## src/design/sleep_wake_consts.vh

```
// Constants for the sleep, wake-up and watchdog control block
`ifndef SLEEP_WAKE_CONSTS_VH
`define SLEEP_WAKE_CONSTS_VH
// Wishbone register byte addresses
`define REG_CTRL_ADDR 8'h00
`define REG_STAT_ADDR 8'h04
`define REG_CAUSE_ADDR 8'h08
`define REG_TABLE_ADDR 8'h0c
`define REG_TDATA_ADDR 8'h10
// Control register fields (sleep, kick and table bits pulse on a one; interrupt disable, receive enable and mask are stored)
`define CTRL_SLEEP_BIT 0
`define CTRL_KICK_BIT 1
`define CTRL_GLOBAL_INT_DISABLE_BIT 2
`define CTRL_CONTINUOUS_RECEIVE_ENABLE_BIT 3
`define CTRL_TABRD_BIT 4
`define CTRL_TABWR_BIT 5
`define CTRL_MASK_LSB 8
// Status bits of the cpu status register
`define STAT_PD_BIT 2
`define STAT_TO_BIT 3
// Fuse map
`define FUSE_BASE 16'hfe00
`define FUSE_ERASED 8'hff
`define FUSE_OSC0 0
`define FUSE_OSC_IN_PIN 1
`define FUSE_DOG0 2
`define FUSE_DOG1 3
`define FUSE_MEM0 4
`define FUSE_MEM1 6
`define USER_LIMIT 16'h0800
`define CRYPT_KEY 16'ha5c3
// Oscillator modes {fuse1,fuse0}
`define OSC_LF 2'h0
`define OSC_RC 2'h1
`define OSC_XT 2'h2
`define OSC_EC 2'h3
// Memory modes {fuse1,fuse0}
`define MEM_PROT 2'h0
`define MEM_EXT 2'h1
`define MEM_MCU 2'h2
`define MEM_MPU 2'h3
// Watchdog modes {fuse1,fuse0}
`define DOG_TIMER 2'h0
`define DOG_P64 2'h1
`define DOG_P256 2'h2
`define DOG_P1 2'h3
// Timing
`define OST_PERIODS 11'h400
`define CLK_HZ 50000000
`define CORE_DIV 8'h03
`endif

```

## src/design/dog_counter.v

```verilog
// Watchdog: 8-bit prescaler feeding an 8-bit counter
`timescale 1ns/1ps
`include "sleep_wake_consts.vh"
module dog_counter (
  // Clock and reset
  input wire clock,
  input wire sys_rst,
  // Control
  input wire clear,
  input wire tick,
  input wire [1:0] mode,
  // Result
  output reg overflow
);
  reg [7:0] preR;
  reg [7:0] cntR;
  reg [7:0] limit;
  always @* begin
    case (mode)
      `DOG_P64: limit = 8'h3f;
      `DOG_P1: limit = 8'h00;
      default: limit = 8'hff;
    endcase
  end
  // =========================================
  // Counting
  always @(posedge clock) begin
    if (sys_rst || clear) begin
      preR <= 8'h00;
      cntR <= 8'h00;
      overflow <= 1'b0;
    end else begin
      overflow <= 1'b0;
      if (tick) begin
        if (preR >= limit) begin
          preR <= 8'h00;
          cntR <= cntR + 8'h01;
          if (cntR == 8'hff)
            overflow <= 1'b1;
        end else begin
          preR <= preR + 8'h01;
        end
      end
    end
  end
endmodule // dog_counter

```

## src/design/osc_startup.v

```verilog
// Oscillator start-up hold counter
`timescale 1ns/1ps
`include "sleep_wake_consts.vh"
module osc_startup (
  // Clock and reset
  input wire clock,
  input wire sys_rst,
  // Control
  input wire start,
  input wire oscEdge,
  // Status
  output reg busy
);
  reg [10:0] cntR;
  always @(posedge clock) begin
    if (sys_rst) begin
      cntR <= 11'h000;
      busy <= 1'b0;
    end else if (start) begin
      cntR <= 11'h000;
      busy <= 1'b1;
    end else if (busy && oscEdge) begin
      cntR <= cntR + 11'h001;
      if (cntR == `OST_PERIODS - 11'h001)
        busy <= 1'b0;
    end
  end
endmodule // osc_startup

```

## src/design/sleep_wake_watchdog_control.v

```verilog
// Sleep, wake-up, watchdog, code protection and fuse control
// =========================================
// Overview of operation
// - Sleep stops oscillator, sets timeout, clears powerdown
// - Powered down: crystal pins float, else out low
// - No internal clock while powered down
// - Timer pin edges advance prescaler, not counter
// - Interrupt wakes only if masked-in at entry
// - Global disable chooses vector or continue
// - Wake only on reset, clear, watchdog, interrupt
// - Capture prescaler runs; capture after wake
// - Serial transfer end during sleep wakes device
// - Slave receive shifter keeps shifting while asleep
// - Crystal modes hold reset 1024 periods on wake
// - Interrupt at sleep fetch makes sleep a nop
// - Reset kinds load zero, flags per kind
// - After wake run next instruction, then branch
// - Watchdog is hidden 8-bit counter, 8-bit prescaler
// - Dog fuses choose clock and prescale
// - Kick, sleep, power-on clear dog, set timeout
// - Dog overflow resets chip when enabled
// - Plain timer: clears timeout, no reset, stops asleep
// - Protected table access from test memory restricted
// - Fuse read in protected or MCU mode returns fuses low, ones high
// - Table write to fuse programs it to zero
`timescale 1ns/1ps
`include "sleep_wake_consts.vh"
module sleep_wake_watchdog_control (
  // Clock and reset
  input wire clock,
  input wire sys_rst,
  // Wishbone slave
  input wire wb_cyc_i,
  input wire wb_stb_i,
  input wire wb_we_i,
  input wire [7:0] wb_adr_i,
  input wire [3:0] wb_sel_i,
  input wire [31:0] wb_dat_i,
  output reg [31:0] wb_dat_o,
  output reg wb_ack_o,
  // Asynchronous pins
  input wire masterClearPinN,
  input wire oscInPin,
  input wire dogRcClk,
  input wire timerClockPin,
  input wire intPin,
  input wire captureOnePin,
  input wire captureTwoEvt,
  input wire portBChange,
  input wire serialClkPin,
  input wire serialDataPin,
  // Core side events
  input wire sleepFetchIrq,
  input wire timerEdgeSelect,
  input wire timerExtClk,
  input wire serialTxBusy,
  // Oscillator pin control
  output reg oscInOe,
  output reg oscOutOut,
  output reg oscOutOe,
  // Core control
  output reg coreClkEn,
  output reg coreReset,
  output reg vectorReq,
  output reg resumeNext,
  output reg [7:0] timerPrescale,
  output reg [7:0] serialShift,
  output reg captureReq
);
  // =========================================
  // Pin synchronisers
  reg [9:0] syncA_r;
  reg [9:0] syncB_r;
  wire mclrN = syncB_r[0];
  wire oscS = syncB_r[1];
  wire rcS = syncB_r[2];
  wire tckS = syncB_r[3];
  wire intS = syncB_r[4];
  wire cap1S = syncB_r[5];
  wire cap2S = syncB_r[6];
  wire pbS = syncB_r[7];
  wire sckS = syncB_r[8];
  wire sdS = syncB_r[9];
  reg [9:0] last_r;
  wire [9:0] rise = syncB_r & ~last_r;
  wire [9:0] fall = ~syncB_r & last_r;
  always @(posedge clock) begin
    if (sys_rst) begin
      syncA_r <= 10'h001;
      syncB_r <= 10'h001;
      last_r <= 10'h001;
    end else begin
      syncA_r <= {serialDataPin, serialClkPin, portBChange, captureTwoEvt, captureOnePin,
                  intPin, timerClockPin, dogRcClk, oscInPin, masterClearPinN};
      syncB_r <= syncA_r;
      last_r <= syncB_r;
    end
  end
  // =========================================
  // Fuses and state
  reg [7:0] fuse_r;
  reg asleep_r;
  reg to_r;
  reg pd_r;
  reg global_int_disable_r;
  reg continuous_receive_enable_r;
  reg [5:0] mask_r;
  reg [5:0] maskAtSleep_r;
  reg [15:0] tabAddr_r;
  reg [15:0] tabPc_r;
  reg [15:0] tabData_r;
  reg [15:0] tabLatch_r;
  reg [7:0] coreDiv_r;
  reg [2:0] cause_r;
  reg needIrqTerm_r;
  reg [2:0] state_r;
  localparam ST_RUN = 3'h1;
  localparam ST_SLEEP = 3'h2;
  localparam ST_HOLD = 3'h4;
  wire [1:0] oscMode = {fuse_r[`FUSE_OSC_IN_PIN], fuse_r[`FUSE_OSC0]};
  wire [1:0] dogMode = {fuse_r[`FUSE_DOG1], fuse_r[`FUSE_DOG0]};
  wire [1:0] memMode = {fuse_r[`FUSE_MEM1], fuse_r[`FUSE_MEM0]};
  wire crystal = (oscMode == `OSC_XT) || (oscMode == `OSC_LF);
  wire plainTimer = (dogMode == `DOG_TIMER);

  // True when a table address falls in the fuse block
  function isFuse;
    input [15:0] a;
    begin
      isFuse = (a[15:3] == `FUSE_BASE >> 3);
    end
  endfunction

  // =========================================
  // Wishbone decode
  wire wbReq = wb_cyc_i && wb_stb_i && !wb_ack_o;
  wire wbWr = wbReq && wb_we_i;
  wire ctrlWr = wbWr && (wb_adr_i == `REG_CTRL_ADDR) && wb_sel_i[0];
  wire sleepCmd = ctrlWr && wb_dat_i[`CTRL_SLEEP_BIT] && state_r == ST_RUN;
  wire kickCmd = ctrlWr && wb_dat_i[`CTRL_KICK_BIT];
  wire tabRdCmd = ctrlWr && wb_dat_i[`CTRL_TABRD_BIT];
  wire tabWrCmd = ctrlWr && wb_dat_i[`CTRL_TABWR_BIT];

  // =========================================
  // Watchdog
  wire dogTick = plainTimer ? (state_r == ST_RUN && coreDiv_r == 8'h00) : rise[2];
  wire dogOvf;
  reg dogClr;
  always @* begin
    dogClr = kickCmd || (sleepCmd && !sleepFetchIrq) || !mclrN;
  end
  dog_counter dogUnit (
    .clock(clock),
    .sys_rst(sys_rst),
    .clear(dogClr),
    .tick(dogTick && (state_r != ST_SLEEP || !plainTimer)),
    .mode(dogMode),
    .overflow(dogOvf)
  );

  // =========================================
  // Start-up hold
  reg ostStart;
  wire ostBusy;
  osc_startup ostUnit (
    .clock(clock),
    .sys_rst(sys_rst),
    .start(ostStart),
    .oscEdge(rise[1]),
    .busy(ostBusy)
  );

  // Wake sources: timer pin, int pin, cap1, cap2, port B, serial
  reg txWas_r;
  reg rxDone_r;
  reg [2:0] bitCnt_r;
  // Capture waits until the core runs again, so the captured time is stale
  reg capWake_r;
  reg [5:0] irqEvt;
  always @* begin
    irqEvt = {1'b0, pbS & rise[7], rise[6], rise[5], rise[4],
              timerEdgeSelect ? rise[3] : fall[3]};
    irqEvt[5] = (!serialTxBusy && state_r == ST_SLEEP && txWas_r) ||
                (continuous_receive_enable_r && rxDone_r);
  end
  wire wakeIrq = |(irqEvt & maskAtSleep_r);

  // =========================================
  // Main sequencing
  always @(posedge clock) begin
    if (sys_rst) begin
      state_r <= ST_RUN;
      to_r <= 1'b1;
      pd_r <= 1'b1;
      asleep_r <= 1'b0;
      global_int_disable_r <= 1'b0;
      continuous_receive_enable_r <= 1'b0;
      mask_r <= 6'h00;
      maskAtSleep_r <= 6'h00;
      fuse_r <= `FUSE_ERASED;
      tabAddr_r <= 16'h0000;
      tabPc_r <= 16'h0000;
      tabData_r <= 16'h0000;
      tabLatch_r <= 16'h0000;
      coreDiv_r <= 8'h00;
      cause_r <= 3'h0;
      needIrqTerm_r <= 1'b0;
      coreReset <= 1'b1;
      coreClkEn <= 1'b0;
      vectorReq <= 1'b0;
      resumeNext <= 1'b0;
      ostStart <= 1'b0;
      timerPrescale <= 8'h00;
      serialShift <= 8'h00;
      captureReq <= 1'b0;
      txWas_r <= 1'b0;
      rxDone_r <= 1'b0;
      bitCnt_r <= 3'h0;
      capWake_r <= 1'b0;
      oscInOe <= 1'b0;
      oscOutOut <= 1'b0;
      oscOutOe <= 1'b0;
    end else begin
      ostStart <= 1'b0;
      vectorReq <= 1'b0;
      resumeNext <= 1'b0;
      captureReq <= 1'b0;
      rxDone_r <= 1'b0;
      coreDiv_r <= (coreDiv_r == `CORE_DIV) ? 8'h00 : coreDiv_r + 8'h01;
      if (timerExtClk && (timerEdgeSelect ? rise[3] : fall[3]))
        timerPrescale <= timerPrescale + 8'h01;
      if (sckS == 1'b0 && last_r[8] == 1'b1) begin
        serialShift <= {serialShift[6:0], sdS};
        bitCnt_r <= bitCnt_r + 3'h1;
        if (bitCnt_r == 3'h7)
          rxDone_r <= 1'b1;
      end
      if (ctrlWr) begin
        global_int_disable_r <= wb_dat_i[`CTRL_GLOBAL_INT_DISABLE_BIT];
        continuous_receive_enable_r <= wb_dat_i[`CTRL_CONTINUOUS_RECEIVE_ENABLE_BIT];
        mask_r <= wb_dat_i[`CTRL_MASK_LSB+5:`CTRL_MASK_LSB];
      end
      if (wbWr && wb_adr_i == `REG_TABLE_ADDR) begin
        tabAddr_r <= wb_dat_i[15:0];
        tabPc_r <= wb_dat_i[31:16];
      end
      if (wbWr && wb_adr_i == `REG_TDATA_ADDR)
        tabData_r <= wb_dat_i[15:0];
      if (kickCmd)
        to_r <= 1'b1;
      if (tabRdCmd) begin
        if (isFuse(tabAddr_r) && (memMode == `MEM_PROT || memMode == `MEM_MCU))
          tabLatch_r <= {8'hff, fuse_r};
        else if (memMode == `MEM_PROT && tabPc_r >= `USER_LIMIT)
          tabLatch_r <= tabAddr_r ^ `CRYPT_KEY;
        else
          tabLatch_r <= tabAddr_r;
      end
      if (tabWrCmd) begin
        tabLatch_r <= tabData_r;
        needIrqTerm_r <= (memMode == `MEM_PROT && tabPc_r >= `USER_LIMIT);
        if (isFuse(tabAddr_r) && !(memMode == `MEM_PROT && tabPc_r >= `USER_LIMIT))
          fuse_r[tabAddr_r[2:0]] <= 1'b0;
      end
      if (wakeIrq)
        needIrqTerm_r <= 1'b0;
      case (state_r)
        ST_RUN: begin
          coreClkEn <= 1'b1;
          coreReset <= !mclrN;
          if (!mclrN) begin
            state_r <= ST_HOLD;
            cause_r <= 3'h1;
          end else if (dogOvf) begin
            to_r <= 1'b0;
            if (!plainTimer) begin
              coreReset <= 1'b1;
              state_r <= ST_HOLD;
              cause_r <= 3'h2;
            end
          end else if (sleepCmd && !sleepFetchIrq) begin
            state_r <= ST_SLEEP;
            asleep_r <= 1'b1;
            to_r <= 1'b1;
            pd_r <= 1'b0;
            coreClkEn <= 1'b0;
            maskAtSleep_r <= mask_r;
            txWas_r <= serialTxBusy;
            oscInOe <= 1'b0;
            oscOutOut <= 1'b0;
            oscOutOe <= !crystal;
          end
        end
        ST_SLEEP: begin
          coreClkEn <= 1'b0;
          if (!mclrN || dogOvf || wakeIrq) begin
            asleep_r <= 1'b0;
            oscOutOe <= 1'b0;
            ostStart <= crystal;
            coreReset <= crystal || !mclrN || dogOvf;
            state_r <= ST_HOLD;
            if (dogOvf)
              to_r <= 1'b0;
            cause_r <= !mclrN ? 3'h1 : (dogOvf ? 3'h2 : 3'h4);
            capWake_r <= irqEvt[2] && maskAtSleep_r[2];
          end
        end
        ST_HOLD: begin
          if (!ostStart && !ostBusy && mclrN) begin
            state_r <= ST_RUN;
            coreReset <= 1'b0;
            coreClkEn <= 1'b1;
            captureReq <= capWake_r;
            capWake_r <= 1'b0;
            if (cause_r == 3'h4) begin
              vectorReq <= !global_int_disable_r;
              resumeNext <= global_int_disable_r;
            end
          end
        end
        default: state_r <= ST_RUN;
      endcase
    end
  end

  // =========================================
  // Register read and ack, one wait-free cycle
  always @(posedge clock) begin
    if (sys_rst) begin
      wb_ack_o <= 1'b0;
      wb_dat_o <= 32'h00000000;
    end else begin
      wb_ack_o <= wbReq;
      if (wbReq && !wb_we_i) begin
        case (wb_adr_i)
          `REG_CTRL_ADDR: wb_dat_o <= {18'h00000, mask_r, 4'h0, continuous_receive_enable_r, global_int_disable_r, 2'h0};
          `REG_STAT_ADDR: wb_dat_o <= {20'h00000, fuse_r, to_r, pd_r, asleep_r, 1'b0};
          `REG_CAUSE_ADDR: wb_dat_o <= {28'h0000000, needIrqTerm_r, cause_r};
          `REG_TABLE_ADDR: wb_dat_o <= {tabPc_r, tabAddr_r};
          `REG_TDATA_ADDR: wb_dat_o <= {16'h0000, tabLatch_r};
          default: wb_dat_o <= 32'h00000000;
        endcase
      end
    end
  end
endmodule // sleep_wake_watchdog_control

```

## config.mk

```make
export PLATFORM = sky130hd
export DESIGN_NAME = sleep_wake_watchdog_control
export DESIGN_NICKNAME = d
export VERILOG_FILES = /design/src/design/dog_counter.v /design/src/design/osc_startup.v /design/src/design/sleep_wake_watchdog_control.v
export VERILOG_INCLUDE_DIRS = /design/src /design/src/design
export SDC_FILE = /design/constraint.sdc
export NUM_CORES = 1
export LEC_CHECK = 0
export BUFFER_PORTS_ARGS = -buffer_cell sky130_fd_sc_hd__buf_2
export CORE_ASPECT_RATIO = 0.5
export CORE_MARGIN = 1
export CORE_UTILIZATION = 52
export CTS_CLUSTER_DIAMETER = 150
export DETAILED_ROUTE_END_ITERATION = 8
export GPL_TIMING_DRIVEN = 0
export PLACE_DENSITY = 0.77
export SYNTH_ARGS = -nofsm -noshare
export SYNTH_HDL_FRONTEND = slang
export SYNTH_SLANG_ARGS = --single-unit
```

## constraint.sdc

```tcl
create_clock -name clock -period 2.7 [get_ports clock]
set_clock_uncertainty 0.2 [all_clocks]
set_input_delay 0.675 -clock clock [delete_from_list [all_inputs] [get_ports clock]]
set_output_delay 0.675 -clock clock [all_outputs]
set_load 0.01 [all_outputs]
```

==> metrics, run 1 <==
status finished clean; Synth top area share between 40% and 50%; Worst path depth 8; floorplan row count 33; Adder-Cell Fraction of Synth Area 2.19%; Commonest cells post-synth nand2_1, dfxtp_1, a21oi_1; fin area 10700 µm²; dominant cell type by area after synthesis dfxtp_1; ys async rst share 0%; register area 4470 µm²; I/O pins 120; Overall Power around 6.4 mW; n_diodes 0; Post-Syn Area per Cell 8.35 µm²; gpl congestion approximately 1; crit path buf inv count 2; FF+latch count, synth 223; root cell of the clock tree clkbuf_16; placed cell area 10000 µm²; pwr/cell area 600 nW/µm²; dpl hpwl 18.4 mm; TNS Setup 0 ns; main combinational cell family by area after synthesis simple AND/OR/NAND/NOR gates; crit path launch type flop; Worst Setup End Kind flop; Die Wd roughly 190 µm; number of max-cap violations 0; compound-gate portion of the synthesized area roughly 15%; DP Worst Slack -0.493 ns; Final Cycle Share between 90% and 100%; Multi-input gate area around 4400 µm²; number of remaining DRC errors 0; max-slew violation count 0; Simple-Gate Fraction of Synth Area 25.0%; Via density 5.66; Post-Syn Area 9140 µm²; RSZ-0062 raised after global routing true; CP delay by family, top compound AO/OA/AOI/OAI gates; Setup-failing EPs final 0; crit path cell chain or3b_1, buf_2, nor3_1, a2111oi_2, and2_1, clkbuf_1, a211oi_1, a211o_1; post-synthesis mux area share 1.16%; Max Clock Freq 381 MHz; Nets 1312; H-tree Lvls 1; Setup CP Type reg -> reg; top-count cell post-synth nand2_1; IO Port Bufs 113; Worst Reg-to-Reg Cells 8; Starting Density 54.5%; CP Data Required Time 2.88 ns; FILL cells 1466; Final min period approximately 2.6 ns; CP max stage delay about 0.59 ns; crit path max fanout 9; total clock sinks 223; Final Hold Violating Endpoints 0; drt total wl 25.2 mm; share of layout cells above drive strength 1 14.6%; Seq/Total Area, Yosys 48.9%; Hold Crit Depth 2; critical path arrival 2.80 ns; Synth area leaders dfxtp_1, nand2_1, a21oi_1; largest net degree at the start of global routing 17; Congestion Overflow GR 0; TritonRoute pass-1 iters 6; vias in the first global route 7823; Synth cell types 63; Max-slew headroom 24.0%; initial antenna violation count 0; Setup WS post-layout 0.0763 ns; Worst-Skew Late Latency 0.50 ns; Clock Tree Buf Depth 3; Yosys warning count 0; Worst-path clk slew 0.07 ns; P_leak 3.97 nW; Most used DFF post-synth dfxtp_1; Syn Inst Count ~1100; first-pass GRT wire length 39.8 mm; area grow syn2layout 16.7%; slew of the pin with the lowest slew margin ~1.1 ns; hold_ws 0.170 ns; gr usage total 27.7%; TritonCTS Buffers 20; hold buffers post-CTS 0; ANT nets after route 0; DR iter-0 viols 738; Vias roughly 8300; Routed wire per std cell 17.1 µm; Max IR drop VDD between 300 and 400 µV; Core ar. about 17000 µm²; Chip Height 95.7 µm; Hold WC Path Type in -> reg; XOR/XNOR share of the synthesized area under 10%; Die ar. 18100 µm²; Worst path slowest cell a2111oi_2; number of synthesized flops with an enable pin 0; CTS tree done
state kept, by name, summed over array words and instances, names as in the netlist, 10 cells and up:
| register | flops |
|---|---|
| tabPc_r | 16 |
| syncA_r | 10 |
| syncB_r | 10 |
| tabData_r | 16 |
| ostUnit.cntR | 11 |
| tabLatch_r | 16 |
| wb_dat_o | 32 |
| tabAddr_r | 16 |
report_power, final:
group	internal [mW]	leakage (nW)	switching (mW)	total, mW
registers	3.33	1.80	0.0279	3.35
logic	0.117	1.87	0.206	0.323
clock network	1.49	0.304	1.23	2.72
cell usage in the layout (no fill, tap or decap), drive strengths merged, types with 9 or more instances in the layout:
master  count
a21o       10
nand3      37
inv        14
or3        12
buf       132
nand4      19
xor2       24
nor2       82
clkbuf     82
and3        9
nor2b      34
a222oi     10
o21ai      35
xnor2      12
nand2b     18
dfxtp     223
a21oi     139
ha         16
nand2     229
cells by family after synthesis:
logic type | Yosys count
AND/OR/NAND/NOR | 488
flip-flops | 223
other | 1
multiplexers | 8
buffers and inverters | 83
AO/OA/AOI/OAI | 239
adder cells (fa/ha/maj) | 16
XOR/XNOR | 36
per-layer routing:
layer  vias up  routed length [µm]  GRT usage [%]
li1       4024                   -              -
met1      3902               11300           37.9
met2       356               10900           44.2
met3        58                2430           6.49
met4         0                 551           7.12
met5         -                   0              0
area by class of cell:
type | count | area share (%)
buffer | 68 | 2.87
clock buffer | 29 | 5.40
clock inverter | 6 | 0.317
inverter | 14 | 0.493
multi-input combinational | 789 | 40.8
sequential | 223 | 41.9
tap | 227 | 2.66
timing repair buffer | 117 | 5.58
metrics by stage:
step                utilization [%]  instances
floorplan                         -       1095
global placement               59.7       1435
detailed placement             59.7       1435
CTS                            63.3       1470
global route                   63.6       1473
finish                         63.6       1473
final timing paths:
| path | startpoint | to | slack (ns) |
|---|---|---|---|
| setup / recovery | state_r[2] | coreReset | 0.08 |
| hold / removal | masterClearPinN | syncA_r[0] | 0.17 |
| setup reg to reg | state_r[2] | coreReset | 0.08 |
| hold reg to reg | syncA_r[0] | syncB_r[0] | 0.23 |
worst register-to-register path, cell delays in order, from the launching register on:
cell	delay (ns)
dfxtp_1	0.43
or3b_1	0.14
buf_2	0.20
nor3_1	0.09
a2111oi_2	0.59
and2_1	0.21
clkbuf_1	0.27
a211oi_1	0.10
a211o_1	0.29
repair_timing:
item,4_1_cts,5_1_grt
resized for setup,1,14
endpoints found under the setup margin,1,51
buffers inserted,0,4
pin swaps,0,4
Power figures use the tool's default switching activity.
==> inputs of run 2 (changes only) <==
--- a/config.mk
+++ b/config.mk
@@ -9,11 +9,11 @@
 export BUFFER_PORTS_ARGS = -buffer_cell sky130_fd_sc_hd__buf_2
 export CORE_ASPECT_RATIO = 0.5
 export CORE_MARGIN = 1
-export CORE_UTILIZATION = 52
+export CORE_UTILIZATION = 55
 export CTS_CLUSTER_DIAMETER = 150
 export DETAILED_ROUTE_END_ITERATION = 8
 export GPL_TIMING_DRIVEN = 0
-export PLACE_DENSITY = 0.77
+export PLACE_DENSITY = 0.78
 export SYNTH_ARGS = -nofsm -noshare
 export SYNTH_HDL_FRONTEND = slang
 export SYNTH_SLANG_ARGS = --single-unit
==> constraint.sdc (replaced) <==
create_clock -name clock -period 3.2 [get_ports clock]
set_clock_uncertainty 0.2 [all_clocks]
set_input_delay 0.8 -clock clock [delete_from_list [all_inputs] [get_ports clock]]
set_output_delay 0.8 -clock clock [all_outputs]
set_load 0.01 [all_outputs]
==> metrics, run 2 (synthesis results as in run 1) <==
GRT met1 Usage 40.4%; area grow syn2layout 16.8%; CP max stage delay 0.57 ns; Sw Ratio 22.2%; max-slew violation count 0; CTS tree done; vias in the first global route 8050; Overall Power 5.61 mW; number of max-cap violations 0; Max IR drop VDD 330 µV; IO Port Bufs 113; P_leak between 3 and 4 nW; Setup CP Type in -> reg; FILL cells 1349; Post-CTS Setup Bufs 0; GR peak layer met2; first-pass GRT wire length 40.7 mm; drt total wl 25.2 mm; Worst Setup End Kind flop; crit-path most repeated cell clkbuf_1; initial antenna violation count 0; Starting Density roughly 58%; Die Wd between 150 and 200 µm; Routed wire per std cell 17.2 µm; hold_ws 0.211 ns; Largest Register wb_dat_o; Hold WC Path Type reg -> reg; Worst path slowest cell clkbuf_1; most common cell after layout, fill and taps aside nand2_1; number of remaining DRC errors 0; share of layout cells above drive strength 1 13.8%; register area 4460 µm²; slew of the pin with the lowest slew margin 1.09 ns; H-tree Lvls 1; status finished clean; Core ar. 15800 µm²; Worst-Skew Late Latency about 0.50 ns; total clock sinks 223; max reg flops 32; critical path arrival 3.15 ns; RSZ-0062 raised after global routing false; Max-slew headroom roughly 27%; # resized after CTS 0; Final min period just under 3 ns; commonest non-fill, non-tap cells in the layout nand2_1, dfxtp_1, a21oi_1; met2 Use GR between 40% and 50%; Via density around 5.8; Sequential Power Share 50.5%; crit path launch type input pin; hold buffers post-CTS 0; Pint 4.36 mW; gr usage total 30.1%; I/O pins between 100 and 150; Final Cycle Share between 90 and 100%; Final Hold Violating Endpoints 0; ANT nets after route 0; TritonCTS Buffers 20; Logic pwr share 4.9%; GR Util met3 6.70%; Max Clock Freq around 340 MHz; Chip Height ~93 µm; floorplan row count 32; TritonRoute pass-1 iters 5; Nets around 1300; pwr/cell area ~530 nW/µm²; CP Data Required Time 3.42 ns; largest net degree at the start of global routing 17; Multi-input gate area roughly 4300 µm²; NetSw 1.25 mW; Clock Tree Buf Depth 3; DR iter-0 viols 766; dpl hpwl 18.2 mm; Die ar. 17200 µm²; crit path cell chain buf_2, nor4_1, and4_1, clkbuf_1, clkbuf_1, nand3_1, a21oi_1; Vias 8461; crit path max fanout 10; root cell of the clock tree clkbuf_16; gpl congestion 0.997; Worst-path clk slew 0.07 ns; Setup-failing EPs final 0; clock share of power between 40 and 50%; Congestion Overflow GR 0; n_diodes 0
[run 2: per-layer routing]
metal  vias to the layer above  part of all wire [%]
met1                      3990                    44
met3                        64                   9.0
met4                         0                   2.8
met2                       376                    44
li1                       4031                     -
met5                         -                     0
[run 2: through the flow]
step | setup WS (ns) | TNS [ns] | area, µm² | cells | utilization, %
2_1_floorplan | 0.356 | 0 | 9140 | 1095 | -
3_3_place_gp | -0.117 | -1.61 | 9980 | 1429 | 63.1
3_5_place_dp | -0.171 | -3.09 | 9980 | 1429 | 63.1
4_1_cts | 0.346 | 0 | 10700 | 1465 | 67.5
5_1_grt | 0.155 | 0 | 10700 | 1465 | 67.5
6_report | 0.266 | 0 | 10700 | 1465 | 67.5
[run 2: cell type report]
| type | instances | share of cell area [%] |
|---|---|---|
| plain buffers | 69 | 2.79 |
| clock buffers | 29 | 5.58 |
| clock inverters | 7 | 0.856 |
| inverters | 14 | 0.492 |
| multi-input cells | 789 | 40.5 |
| flip-flops and latches | 223 | 41.8 |
| well taps | 221 | 2.59 |
| repair buffers | 113 | 5.30 |
[run 2: worst paths after layout]
kind               startpoint  cells after the start  slack (ns)      endpoint
setup / recovery  wb_adr_i[1]                      7        0.27  wb_dat_o[29]
hold / removal     syncA_r[0]                      1        0.21    syncB_r[0]
setup reg to reg   state_r[2]                      8        0.39     coreReset
hold reg to reg    syncA_r[0]                      1        0.21    syncB_r[0]
[run 2: power groups by stage]
stage                     logic (mW)  registers (mW)  clock network (mW)
after floorplan                0.153            2.89                   0
after global placement         0.262            2.89                   0
after detailed placement       0.268            2.89                   0
after CTS                      0.270            2.83                2.53
after global routing           0.298            2.83                2.65
final                          0.275            2.83                2.50
[run 2: worst max-delay path: cells and delay by family]
kind / cells / cell delay, ns
compound gates: 1 / 0.17
buf+inv: 3 / 1.12
simple gates: 3 / 1.06
==> inputs of run 3 (changes only) <==
--- a/config.mk
+++ b/config.mk
@@ -13,7 +13,7 @@
 export CTS_CLUSTER_DIAMETER = 150
 export DETAILED_ROUTE_END_ITERATION = 8
 export GPL_TIMING_DRIVEN = 0
-export PLACE_DENSITY = 0.78
+export PLACE_DENSITY = 0.77
 export SYNTH_ARGS = -nofsm -noshare
 export SYNTH_HDL_FRONTEND = slang
 export SYNTH_SLANG_ARGS = --single-unit
==> metrics, run 3 (synthesis results as in run 1) <==
status finished clean; Max-slew headroom around a quarter; drt total wl roughly 25 mm; Post-CTS Setup Bufs 0; Routed wire per std cell 17.1 µm; number of max-cap violations 0; area grow syn2layout 17.1%; share of layout cells above drive strength 1 13.7%; Congestion Overflow GR 0; CP Data Required Time around 3.4 ns; total clock sinks 223; Chip Height 93.1 µm; ANT nets after route 0; DP Worst Slack -0.176 ns; gpl congestion between 0.9 and 1; first-pass GRT wire length 40.4 mm; slew of the pin with the lowest slew margin ~1.1 ns; Setup WS post-layout 0.250 ns; Worst-Skew Late Latency ~0.49 ns; hold buffers post-CTS 0; TritonCTS Buffers 19; Clock Tree Buf Depth 3; Via density about 5.7; Final Cycle Share 92.2%; Layout Cells excl Fill 1461; Nets 1308; max reg flops 32; Worst-path clk slew around 0.070 ns; root cell of the clock tree clkbuf_16; dpl hpwl 18.0 mm; Setup-failing EPs final 0; Worst path slowest cell a2111oi_1; Starting Density 57.8%; n_diodes 0; # resized after CTS 0; crit path cell chain or3b_1, buf_2, nor3_1, a2111oi_1, and2_1, clkbuf_1, a211oi_1, a211o_1; crit path buf inv count 2; pwr/cell area roughly 540 nW/µm²; max-slew violation count 0; DR iter-0 viols 777; critical path arrival ~3.1 ns; Final min period slightly below 3 ns; vias in the first global route 8055; placed insts about 1400; I/O pins 120; Die Wd 184 µm; crit path launch type flop; number of remaining DRC errors 0; crit path max fanout 9; most common cell after layout, fill and taps aside nand2_1; Max IR drop VDD about 310 µV; Vias 8314; Core ar. 15800 µm²; TritonRoute pass-1 iters 5; gr usage total 29.8%; Die ar. about 17000 µm²; Largest Register wb_dat_o; RSZ-0062 raised after global routing false; H-tree Lvls 1; Final Hold Violating Endpoints 0; floorplan row count 32; FILL cells about 1300; initial antenna violation count 2; commonest non-fill, non-tap cells in the layout nand2_1, dfxtp_1, a21oi_1; Worst Setup End Kind flop; largest net degree at the start of global routing 18; CP max stage delay 0.88 ns; Setup CP Type reg -> reg; IO Port Bufs 113; P_leak 3.99 nW; Multi-input gate area 4330 µm²; register area 4460 µm²; Hold WC Path Type reg -> reg; CTS tree done; CP delay by family, top compound AO/OA/AOI/OAI gates; Max Clock Freq between 300 and 400 MHz
-- run 3: cell count changes in the layout (fill, tap and decap cells not counted) --
| cell | delta |
|---|---|
| bufinv_16 | +4 |
| clkbuf_1 | -2 |
| clkbuf_16 | -2 |
| clkbuf_8 | -1 |
| clkinv_2 | -2 |
| clkinvlp_4 | -1 |
-- run 3: layer usage --
| metal | global-route usage, % | wire length [µm] | vias up |
|---|---|---|---|
| li1 | - | - | 4010 |
| met4 | 8.96 | 622 | 4 |
| met2 | 47.2 | 10600 | 343 |
| met1 | 40.1 | 11300 | 3891 |
| met3 | 7.40 | 2450 | 66 |
| met5 | 0 | 21 | - |
-- run 3: stage by stage --
step	setup TNS (ns)	power, mW	cell area (µm²)	utilization (%)	hold slack (ns)
finish	0	5.77	10700	67.7	0.213
global route	0	5.93	10700	67.7	0.217
CTS	0	5.78	10700	67.7	0.211
detailed placement	-2.72	3.16	9980	63.1	0.194
global placement	-2.52	3.15	9980	63.1	0.194
floorplan	0	3.04	9140	-	0.189
-- run 3: path summary, 6_finish.rpt --
check | from | end | slack, ns | depth (start not counted)
worst max-delay path | state_r[2] | coreReset | 0.25 | 8
worst max register to register | state_r[2] | coreReset | 0.25 | 8
worst min-delay path | syncA_r[0] | syncB_r[0] | 0.21 | 1
worst min register to register | syncA_r[0] | syncB_r[0] | 0.21 | 1
-- run 3: final cells by class --
| type | count | area share (%) |
|---|---|---|
| clock buffer | 24 | 4.90 |
| sequential | 223 | 41.7 |
| clock inverter | 8 | 1.81 |
| timing repair buffer | 113 | 5.28 |
| inverter | 14 | 0.491 |
| multi-input combinational | 789 | 40.4 |
| tap | 221 | 2.58 |
| buffer | 69 | 2.78 |
-- run 3: where the power goes --
group	leakage [nW]	internal [mW]	switching [mW]
logic	1.83	0.0959	0.177
clock network	0.351	1.65	1.02
registers	1.80	2.81	0.0238
-- run 3: worst register-to-register path, cell delays in order (launching register included) --
cell	delay [ns]
dfxtp_1	0.42
or3b_1	0.14
buf_2	0.20
nor3_1	0.09
a2111oi_1	0.88
and2_1	0.23
clkbuf_1	0.29
a211oi_1	0.11
a211o_1	0.30
